File: config.mk
export PLATFORM = sky130hd
export DESIGN_NAME = pcc_position_compare_counter
export DESIGN_NICKNAME = d
export VERILOG_FILES = /design/src/verilog/pcc_pkg.sv /design/src/verilog/pcc_position_compare_counter.sv
export SDC_FILE = /design/constraint.sdc
export NUM_CORES = 1
export LEC_CHECK = 0
export ABC_AREA = 1
export BUFFER_PORTS_ARGS = -buffer_cell sky130_fd_sc_hd__buf_2
export CAP_MARGIN = 15
export CORE_MARGIN = 4
export CORE_UTILIZATION = 50
export CTS_BUF_LIST = sky130_fd_sc_hd__clkbuf_8
export DETAILED_ROUTE_END_ITERATION = 7
export HOLD_SLACK_MARGIN = 0.08
export PLACE_DENSITY = 0.81
export SLEW_MARGIN = 15
export SYNTH_ARGS = -nofsm -noshare
export SYNTH_HDL_FRONTEND = slang
export SYNTH_SLANG_ARGS = --single-unit
File: constraint.sdc
create_clock -name hclk -period 2.1 [get_ports hclk]
set_input_delay 0.105 -clock hclk [delete_from_list [all_inputs] [get_ports hclk]]
set_output_delay 0.105 -clock hclk [all_outputs]
set_load 0.05 [all_outputs]
File: src/verilog/pcc_pkg.sv
// Constants, field layouts and carrier types of the position compare counter.
package pcc_pkg;

    // ----------------------------------------------------------------
    // Register offsets (byte addresses, low byte of haddr)
    // ----------------------------------------------------------------
    localparam logic [7:0] CTRL_OFF    = 8'h00;
    localparam logic [7:0] PERIOD_OFF  = 8'h04;
    localparam logic [7:0] COMPARE_OFF = 8'h08;
    localparam logic [7:0] COUNT_OFF   = 8'h0c;
    localparam logic [7:0] STATUS_OFF  = 8'h10;
    localparam logic [7:0] MASK_OFF    = 8'h14;

    // ----------------------------------------------------------------
    // Field positions and widths
    // ----------------------------------------------------------------
    localparam int CTRL_W         = 5;
    localparam int CTRL_MODE_LSB  = 0;
    localparam int CTRL_CMPEN_BIT = 2;
    localparam int CTRL_INTEN_BIT = 3;
    localparam int CTRL_IDXEN_BIT = 4;
    localparam int STAT_W         = 2;
    localparam int STAT_MATCH_BIT = 0;
    localparam int STAT_PULSE_BIT = 1;
    localparam int CNT_W          = 24;
    localparam int LOW_W          = 16;
    localparam logic [2:0] HSIZE_WORD = 3'h2;

    // ----------------------------------------------------------------
    // Reset values
    // ----------------------------------------------------------------
    localparam logic [4:0]  CTRL_RST    = 5'h00;
    localparam logic [15:0] PERIOD_RST  = 16'h0000;
    localparam logic [23:0] COMPARE_RST = 24'h000000;
    localparam logic [23:0] COUNT_RST   = 24'h000000;
    localparam logic [1:0]  STAT_RST    = 2'h0;
    localparam logic [1:0]  MASK_RST    = 2'h0;

    // ----------------------------------------------------------------
    // Types
    // ----------------------------------------------------------------
    typedef enum logic [1:0] {
        MODE_ENCODER,
        MODE_SENSOR_EVENT,
        MODE_SENSOR_TIMER,
        MODE_TIMER
    } pcc_mode_type;

    typedef struct packed {
        logic         idx_en;
        logic         int_en;
        logic         cmp_en;
        pcc_mode_type mode;
    } pcc_ctrl_type;

    typedef struct packed {
        logic [7:0] addr;
        logic       write;
        logic       valid;
    } pcc_aphase_type;

endpackage

File: src/verilog/pcc_position_compare_counter.sv
// Position compare counter with an AHB-Lite register slave.
//
// Chosen here: the AHB-Lite slave port and the register addresses.
`timescale 1ns/1ps

module pcc_position_compare_counter (
    // Clock and reset
    input  wire logic        hclk,
    input  wire logic        hresetn,
    // AHB-Lite slave
    input  wire logic        hsel,
    input  wire logic [31:0] haddr,
    input  wire logic [1:0]  htrans,
    input  wire logic        hwrite,
    input  wire logic [2:0]  hsize,
    input  wire logic [31:0] hwdata,
    input  wire logic        hready,
    output logic      [31:0] hrdata,
    output logic             hreadyout,
    output logic             hresp,
    // Position input from the decoder on hclk
    input  wire logic        quadrature_count_pulse,
    input  wire logic        rotation_ccw,
    // Interrupt
    output logic             position_unit_irq
);

    // ----------------------------------------------------------------
    // Bus slave
    // ----------------------------------------------------------------
    function automatic logic reg_hit(input logic [7:0] a, input logic [7:0] off);
        reg_hit = (a == off);
    endfunction

    pcc_pkg::pcc_aphase_type ap_q;
    pcc_pkg::pcc_aphase_type ap_d;
    pcc_pkg::pcc_ctrl_type   ctrl_q;
    logic [15:0]             period_q;
    logic [23:0]             cmp_q;
    logic [23:0]             cnt_q;
    logic [23:0]             cnt_d;
    logic [1:0]              stat_q;
    logic [1:0]              stat_d;
    logic [1:0]              mask_q;
    logic                    upd_q;
    logic [31:0]             rd_d;

    wire        take    = hsel & htrans[1] & hready;
    wire        rd_take = take & ~hwrite & (hsize == pcc_pkg::HSIZE_WORD);
    wire [7:0]  ra      = haddr[7:0];
    wire        wr      = ap_q.valid & ap_q.write;
    wire        wr_ctrl = wr & reg_hit(ap_q.addr, pcc_pkg::CTRL_OFF);
    wire        wr_per  = wr & reg_hit(ap_q.addr, pcc_pkg::PERIOD_OFF);
    wire        wr_cmp  = wr & reg_hit(ap_q.addr, pcc_pkg::COMPARE_OFF);
    wire        wr_cnt  = wr & reg_hit(ap_q.addr, pcc_pkg::COUNT_OFF);
    wire        wr_stat = wr & reg_hit(ap_q.addr, pcc_pkg::STATUS_OFF);
    wire        wr_mask = wr & reg_hit(ap_q.addr, pcc_pkg::MASK_OFF);

    assign ap_d = '{addr:  haddr[7:0],
                    write: hwrite,
                    valid: take & (hsize == pcc_pkg::HSIZE_WORD)};

    // ----------------------------------------------------------------
    // Counter
    // ----------------------------------------------------------------
    wire        wide  = (ctrl_q.mode == pcc_pkg::MODE_SENSOR_TIMER) |
                        (ctrl_q.mode == pcc_pkg::MODE_TIMER);
    wire [15:0] cnt16 = cnt_q[15:0];
    wire [15:0] enc_n = rotation_ccw ? ((cnt16 == 16'h0000) ? period_q : cnt16 - 16'h0001)
                                     : ((cnt16 == period_q) ? 16'h0000 : cnt16 + 16'h0001);
    wire [15:0] evt_n = rotation_ccw ? cnt16 - 16'h0001 : cnt16 + 16'h0001;
    wire [23:0] inc_n = cnt_q + 24'h000001;
    wire [23:0] step  =
        (ctrl_q.mode == pcc_pkg::MODE_ENCODER)      ? {8'h00, enc_n} :
        (ctrl_q.mode == pcc_pkg::MODE_SENSOR_EVENT) ? {8'h00, evt_n} :
        (ctrl_q.mode == pcc_pkg::MODE_SENSOR_TIMER && quadrature_count_pulse) ?
                                                      pcc_pkg::COUNT_RST : inc_n;
    wire        adv   = wide | quadrature_count_pulse;

    // A software write wins over the hardware step and is not itself a compare event.
    assign cnt_d = wr_cnt ? hwdata[pcc_pkg::CNT_W-1:0] : (adv ? step : cnt_q);

    // In the 16-bit modes the upper byte of the count always reads zero.
    wire [23:0] cnt_view = wide ? cnt_q : {8'h00, cnt16};

    // ----------------------------------------------------------------
    // Compare and interrupt
    // ----------------------------------------------------------------
    // The compare looks at the counter only in the cycle after it moved, so a
    // counter that rests on the compare value does not raise a second event.
    wire cmp_eq    = wide ? (cnt_q == cmp_q)
                          : (cnt16 == cmp_q[pcc_pkg::LOW_W-1:0]);
    wire match_evt = upd_q & ctrl_q.cmp_en & cmp_eq;

    wire [1:0] evt   = {quadrature_count_pulse, match_evt};
    wire [1:0] clr   = wr_stat ? hwdata[pcc_pkg::STAT_W-1:0] : 2'h0;
    assign stat_d    = (stat_q & ~clr) | evt;

    // The index enable stays out of this term on purpose.
    wire [1:0] gate  = {1'b1, ctrl_q.int_en};
    wire       irq_d = |(stat_q & mask_q & gate);

    assign rd_d =
        !rd_take                         ? 32'h00000000 :
        reg_hit(ra, pcc_pkg::CTRL_OFF)    ? {27'h0000000, ctrl_q} :
        reg_hit(ra, pcc_pkg::PERIOD_OFF)  ? {16'h0000, period_q} :
        reg_hit(ra, pcc_pkg::COMPARE_OFF) ? {8'h00, cmp_q} :
        reg_hit(ra, pcc_pkg::COUNT_OFF)   ? {8'h00, cnt_view} :
        reg_hit(ra, pcc_pkg::STATUS_OFF)  ? {30'h00000000, stat_q} :
        reg_hit(ra, pcc_pkg::MASK_OFF)    ? {30'h00000000, mask_q} :
                                            32'h00000000;

    // ----------------------------------------------------------------
    // Registers
    // ----------------------------------------------------------------
    always_ff @(posedge hclk or negedge hresetn) begin
        if (!hresetn) begin
            ap_q      <= '0;
            hrdata    <= 32'h00000000;
            hreadyout <= 1'b0;
            hresp     <= 1'b0;
        end else begin
            ap_q      <= ap_d;
            hrdata    <= rd_d;
            hreadyout <= 1'b1;
            hresp     <= 1'b0;
        end
    end

    always_ff @(posedge hclk or negedge hresetn) begin
        if (!hresetn) begin
            ctrl_q   <= pcc_pkg::pcc_ctrl_type'(pcc_pkg::CTRL_RST);
            period_q <= pcc_pkg::PERIOD_RST;
            cmp_q    <= pcc_pkg::COMPARE_RST;
            mask_q   <= pcc_pkg::MASK_RST;
        end else begin
            if (wr_ctrl) begin
                ctrl_q <= pcc_pkg::pcc_ctrl_type'(hwdata[pcc_pkg::CTRL_W-1:0]);
            end
            if (wr_per) begin
                period_q <= hwdata[15:0];
            end
            if (wr_cmp) begin
                cmp_q <= hwdata[pcc_pkg::CNT_W-1:0];
            end
            if (wr_mask) begin
                mask_q <= hwdata[pcc_pkg::STAT_W-1:0];
            end
        end
    end

    always_ff @(posedge hclk or negedge hresetn) begin
        if (!hresetn) begin
            cnt_q             <= pcc_pkg::COUNT_RST;
            upd_q             <= 1'b0;
            stat_q            <= pcc_pkg::STAT_RST;
            position_unit_irq <= 1'b0;
        end else begin
            cnt_q             <= cnt_d;
            upd_q             <= adv & ~wr_cnt;
            stat_q            <= stat_d;
            position_unit_irq <= irq_d;
        end
    end
endmodule

==> flow_summary.yaml, run 1 <==
sta:
  fmax_ghz: 0.503
  min_period_over_period: 0.947
  hold_violations: 0
  setup_tns_ns: 0
  final_max_slew_viol_count: 0
  tightest_slew_ns: 0.592
  min_period_ns: 1.99
  fin_ws_ns: 0.110
  finalSetupViolations: 0
  relSlewSlack: 0.605
  grt_setup_unrepaired: "yes"
  finalClockSkew_ns: 0.0151
place:
  pre_cts_ws_ns: 0.0932
  postPlaceCellArea_sq_um: 7740
  gp_congestion: 0.993
  hpwl_um: 16200
  port_buffers: 68
power:
  p_leak_nw: 4.11
  power_density_nw_per_um2: 719
  peakVddDrop_uv: 435
detailed_routing:
  route.detailed.drc: 0
  drtPass1Iterations: 5
  num_vias: 7260
  postRouteAntennaNets: 0
  routed_wl_um: 22100
  viasPerCell: 5.58
  first_iter_violations: 729
  wl_per_cell_um: 17.0
global_routing:
  grt_overflow: 0
  antenna_found_initial: 0
  grt_pass1_wl_um: 36100
  grt_max_degree: 49
  grt_usage: 0.279
  grt_pass1_vias: 7114
finish:
  nets: 1194
  final_layout_size_suffix_gt1_frac: 0.161
  n_antenna_cell: 0
  mostFrequentLayoutCell: "nand2_1"
  stdcell_area_sq_um: 8340
  area_delta_synth_final_pct: 17.1
  final_cell_mix: "nand2_1, inv_1, dfrtp_1, nand3_1, o21ai_0"
setup_path:
  r2r_setup_slack_ns: 0.11
  start_kind: "flop"
  critPathCaptureType: "flop"
  crit_required_ns: 2.39
  path_class: "reg -> reg"
  arrival_ns: 2.28
  path_max_fanout: 8
  rr_worst_depth: 10
die:
  die_x_um: 127
  ios: 111
  fp-row-count: 43
  die_y_um: 127
  initial_core_util: 0.511
  core_sq_um: 13900
  die_area_sq_um: 16200
run:
  cap_violations: 0
clock_network:
  htree_levels: 3
  root_buffer: "clkbuf_8"
  path_clk_slew_ns: 0.12
  numCtsBuffers: 9
  clkLatencyLatePin_ns: 0.39
  cts_sinks: 110
  cts_tree: "yes"
  cts_buffer_depth: 2
yosys:
  synth-main-ff-cell: "dfrtp_1"
  syn_avg_cell_area_sq_um: 7.13
  ys_seq_area_frac: 0.387
  syn_area_sq_um: 7120
  syn_inst: 998
  synth_edf_count: 0
  yosys_warnings: 0
  ys_ff_latch: 110
  ys_types: 46
  synthArstFlopShare: 1.00
run_status:
  outcome: "finished clean"
min_path:
  hold_depth: 3
  hp-class: "in -> reg"
==> sequential cells by signal, indices dropped and copies added, names as in the netlist <==
register,flops
ap_q,10
cmp_q,24
cnt_q,24
ctrl_q,5
hrdata,24
hreadyout,1
mask_q,2
period_q,16
position_unit_irq,1
stat_q,2
upd_q,1
==> Yosys cell counts (5+ instances only) <==
master,number,area (sq um)
a21oi_1,41,205
buf_2,11,55.1
buf_4,17,128
buf_6,5,56.3
clkbuf_1,14,52.6
dfrtp_1,110,2750
inv_1,106,398
inv_2,6,22.5
nand2_1,281,1050
nand3_1,101,505
nand3_2,5,50.1
nand4_1,13,81.3
nor2_1,63,236
nor2_2,8,50.1
nor3_1,13,65.1
o211ai_1,9,67.6
o21ai_0,88,440
o221ai_1,5,43.8
o22ai_1,19,119
or2_2,5,31.3
xnor2_1,9,78.8
xor2_1,27,236
==> final timing paths <==
check                                           from                       to
worst max register to register  cnt_q[0]$_DFFE_PN0P_     cnt_q[7]$_DFFE_PN0P_
worst min register to register  cmp_q[1]$_DFFE_PN0P_     cmp_q[1]$_DFFE_PN0P_
min in group asynchronous                    hresetn    cmp_q[14]$_DFFE_PN0P_
worst max-delay path            cnt_q[0]$_DFFE_PN0P_     cnt_q[7]$_DFFE_PN0P_
worst min-delay path                       hwdata[2]  period_q[2]$_DFFE_PN0P_
max in group asynchronous                    hresetn    cnt_q[13]$_DFFE_PN0P_
==> layout make-up <==
class	instances	area, sq um
Multi-Input combinational cell	731	3650
Clock buffer	10	138
Fill cell	1229	5600
Clock inverter	6	56.3
Sequential cell	110	2760
Tap cell	180	225
Timing Repair Buffer	150	1080
Inverter	113	424
==> critical path: stages (launching register included) <==
cell and delay [ns]:
dfrtp_2 0.47, inv_2 0.12, ha_1 0.18, inv_1 0.08, nor3_1 0.21, nand3_2 0.23
buf_4 0.22, o211ai_1 0.16, nand3_1 0.09, nand3_1 0.08, nand2_1 0.06
==> logic make-up after synthesis <==
| logic type | after synthesis | share of synthesized area |
|---|---|---|
| other | 2 | 0.00105 |
| AO/OA/AOI/OAI | 169 | 0.132 |
| AND/OR/NAND/NOR | 512 | 0.321 |
| flip-flops | 110 | 0.387 |
| buffers and inverters | 165 | 0.107 |
| XOR/XNOR | 37 | 0.0466 |
| adder cells (fa/ha/maj) | 3 | 0.00527 |
==> routing by layer <==
layer	GRT usage	share of wire	vias to the layer above
met5	0	0	-
met3	0.0623	0.098	67
li1	-	-	3454
met1	0.369	0.40	3337
met4	0.106	0.033	0
met2	0.451	0.47	402
==> power breakdown <==
part           total, mW  internal [mW]  leakage, nW  switching [mW]
sequential          2.53           2.25         1.19           0.280
combinational       2.17          0.806         2.83            1.36
clock               1.30          0.488       0.0994           0.807
==> what timing repair did <==
| item | in CTS | in global routing |
|---|---|---|
| hold buffers | 35 | 0 |
| gates resized for setup | 0 | 13 |
| hold endpoints to repair | 92 | 0 |
| setup buffers | 0 | 3 |
| endpoints found under the setup margin | 0 | 18 |
==> through the flow <==
step                      instances  power, mW  hold slack (ns)  utilization
after global routing           1300       6.36            0.116        0.598
after CTS                      1297       5.94           0.0809        0.595
after global placement         1246       4.57            0.126        0.556
after floorplan                1006       4.02           -0.191            -
final                          1300       5.99           0.0978        0.598
after detailed placement       1246       4.60            0.125        0.556
No activity file was read; power rests on OpenSTA's default activity.
==> inputs of run 2 (changes only) <==
- GPL_TIMING_DRIVEN: default -> 0
==> run 2 against run 1 <==
Total power fell by 0.73%. Hold slack improved by 0.0019 ns. Routed wire length rose by 9.0%. Critical path depth fell by 3. Maximum frequency fell by 1.8%. Utilization rose by 0.53 points. Clock-buffer cell count did not move. Critical path type unchanged. Largest cell class unchanged. Highest routed layer unchanged.
==> flow_summary.yaml, run 2 (synthesized netlist as in run 1, its figures left out) <==
run_status:
  outcome: "finished clean"
finish:
  post-route-util: 0.603
  final_layout_size_suffix_gt1_frac: 0.161
  nets: 1205
  mostFrequentLayoutCell: "nand2_1"
  final_cell_mix: "nand2_1, dfrtp_1, inv_1, nand3_1, o21ai_0"
  n_antenna_cell: 0
  area_delta_synth_final_pct: 18.1
  top_regs: "cmp_q x24, cnt_q x24, hrdata x24"
clock_network:
  htree_levels: 3
  cts_sinks: 110
  cts_tree: "yes"
  clkLatencyLatePin_ns: 0.40
  numCtsBuffers: 9
  path_clk_slew_ns: 0.11
  root_buffer: "clkbuf_8"
  cts_buffer_depth: 2
sta:
  hold_violations: 0
  setup_tns_ns: 0
  tightest_slew_ns: 0.885
  grt_setup_unrepaired: "yes"
  relSlewSlack: 0.408
  fmax_ghz: 0.494
  min_period_ns: 2.03
  min_period_over_period: 0.964
  final_max_slew_viol_count: 0
  finalClockSkew_ns: 0.0163
  finalSetupViolations: 0
global_routing:
  grt_max_degree: 66
  grt_pass1_wl_um: 37900
  met1_usage: 0.403
  grt_pass1_vias: 7249
  grt_overflow: 0
  grt_use_met2: 0.482
  antenna_found_initial: 0
  met3_usage: 0.0569
  grt_usage: 0.301
  top_usage_layer: "met2"
place:
  port_buffers: 68
  gp_congestion: 0.983
  hpwl_um: 17000
detailed_routing:
  route.detailed.drc: 0
  wl_per_cell_um: 18.4
  drtPass1Iterations: 5
  postRouteAntennaNets: 0
  viasPerCell: 5.74
  first_iter_violations: 984
  routed_wl_um: 24100
  num_vias: 7524
power:
  peakVddDrop_uv: 459
  finalPower_mw: 5.95
  p_leak_nw: 4.12
  power_density_nw_per_um2: 708
setup_path:
  crit_required_ns: 2.44
  path_max_fanout: 10
  start_kind: "flop"
  arrival_ns: 2.36
  critPathCaptureType: "flop"
  path_class: "reg -> reg"
  rr_worst_depth: 7
die:
  ios: 111
  core_sq_um: 13900
  fp-row-count: 43
  die_area_sq_um: 16200
  initial_core_util: 0.511
  die_x_um: 127
  die_y_um: 127
min_path:
  hp-class: "in -> reg"
  hold_depth: 6
run:
  cap_violations: 0
## run 2: cell count changes in the layout (fill, tap and decap cells not counted), moves of 3 or more
cell / previous run / this run
nor3_1: 11 / 8
buf_4: 45 / 21
buf_6: 0 / 6
clkbuf_8: 10 / 13
dfrtp_2: 7 / 2
dfrtp_1: 103 / 108
buf_2: 67 / 78
nor3_2: 6 / 9
clkbuf_2: 0 / 3
clkbuf_1: 0 / 12
## run 2: final timing paths
| kind | startpoint | endpoint | slack, ns |
|---|---|---|---|
| max | ap_q[3]$_DFF_PN0_ | cnt_q[14]$_DFFE_PN0P_ | 0.07 |
| min | hsize[2] | hrdata[1]$_DFF_PN0_ | 0.1 |
| max reg2reg | ap_q[3]$_DFF_PN0_ | cnt_q[14]$_DFFE_PN0P_ | 0.07 |
| min reg2reg | cmp_q[1]$_DFFE_PN0P_ | cmp_q[1]$_DFFE_PN0P_ | 0.50 |
| max in group asynchronous | hresetn | cnt_q[0]$_DFFE_PN0P_ | 1.23 |
| min in group asynchronous | hresetn | hreadyout$_DFF_PN0_ | 0.18 |
## run 2: metal layers
layer | part of all wire | vias up
li1 | - | 3471
met1 | 0.40 | 3579
met2 | 0.47 | 406
met3 | 0.089 | 68
met4 | 0.034 | 0
met5 | 0 | -
## run 2: critical path, cell delays in order, from the launching register on
cell	delay, ns
dfrtp_1	0.39
or2_2	0.33
nor2_1	0.27
nand3_4	0.18
clkbuf_1	0.37
o22ai_1	0.28
inv_1	0.07
nand2_1	0.06
## run 2: metrics by stage
stage / worst slack [ns] / instance area, sq um / instances / hold slack, ns
global route: -0.0717 / 8410 / 1310 / 0.0969
CTS: 0.00820 / 8320 / 1309 / 0.0852
global placement: -0.333 / 7710 / 1254 / 0.226
finish: 0.0746 / 8410 / 1310 / 0.0997
floorplan: 0.383 / 7150 / 1006 / -0.191
detailed placement: -0.0317 / 7750 / 1255 / 0.0544
## run 2: cell type report
| cell class | instances | area (sq um) |
|---|---|---|
| Timing Repair Buffer | 109 | 774 |
| Inverter | 113 | 430 |
| Buffer | 52 | 344 |
| Fill cell | 1288 | 5530 |
| Clock buffer | 10 | 138 |
| Tap cell | 180 | 225 |
| Sequential cell | 110 | 2760 |
| Multi-Input combinational cell | 731 | 3700 |
| Clock inverter | 5 | 41.3 |
## run 2: what timing repair did
item                                    CTS  global route
gates resized for setup                   0            25
endpoints found under the hold margin   166             0
pin swaps                                 2             2
hold buffers                             35             0
endpoints found under the setup margin    4            37
setup buffers                             4             1
## run 2: power breakdown
group          internal (mW)  switching (mW)  leakage, nW  total, mW
Clock                  0.474           0.784       0.0965       1.26
Combinational          0.801            1.51         2.83       2.31
Sequential              2.25           0.137         1.19       2.38
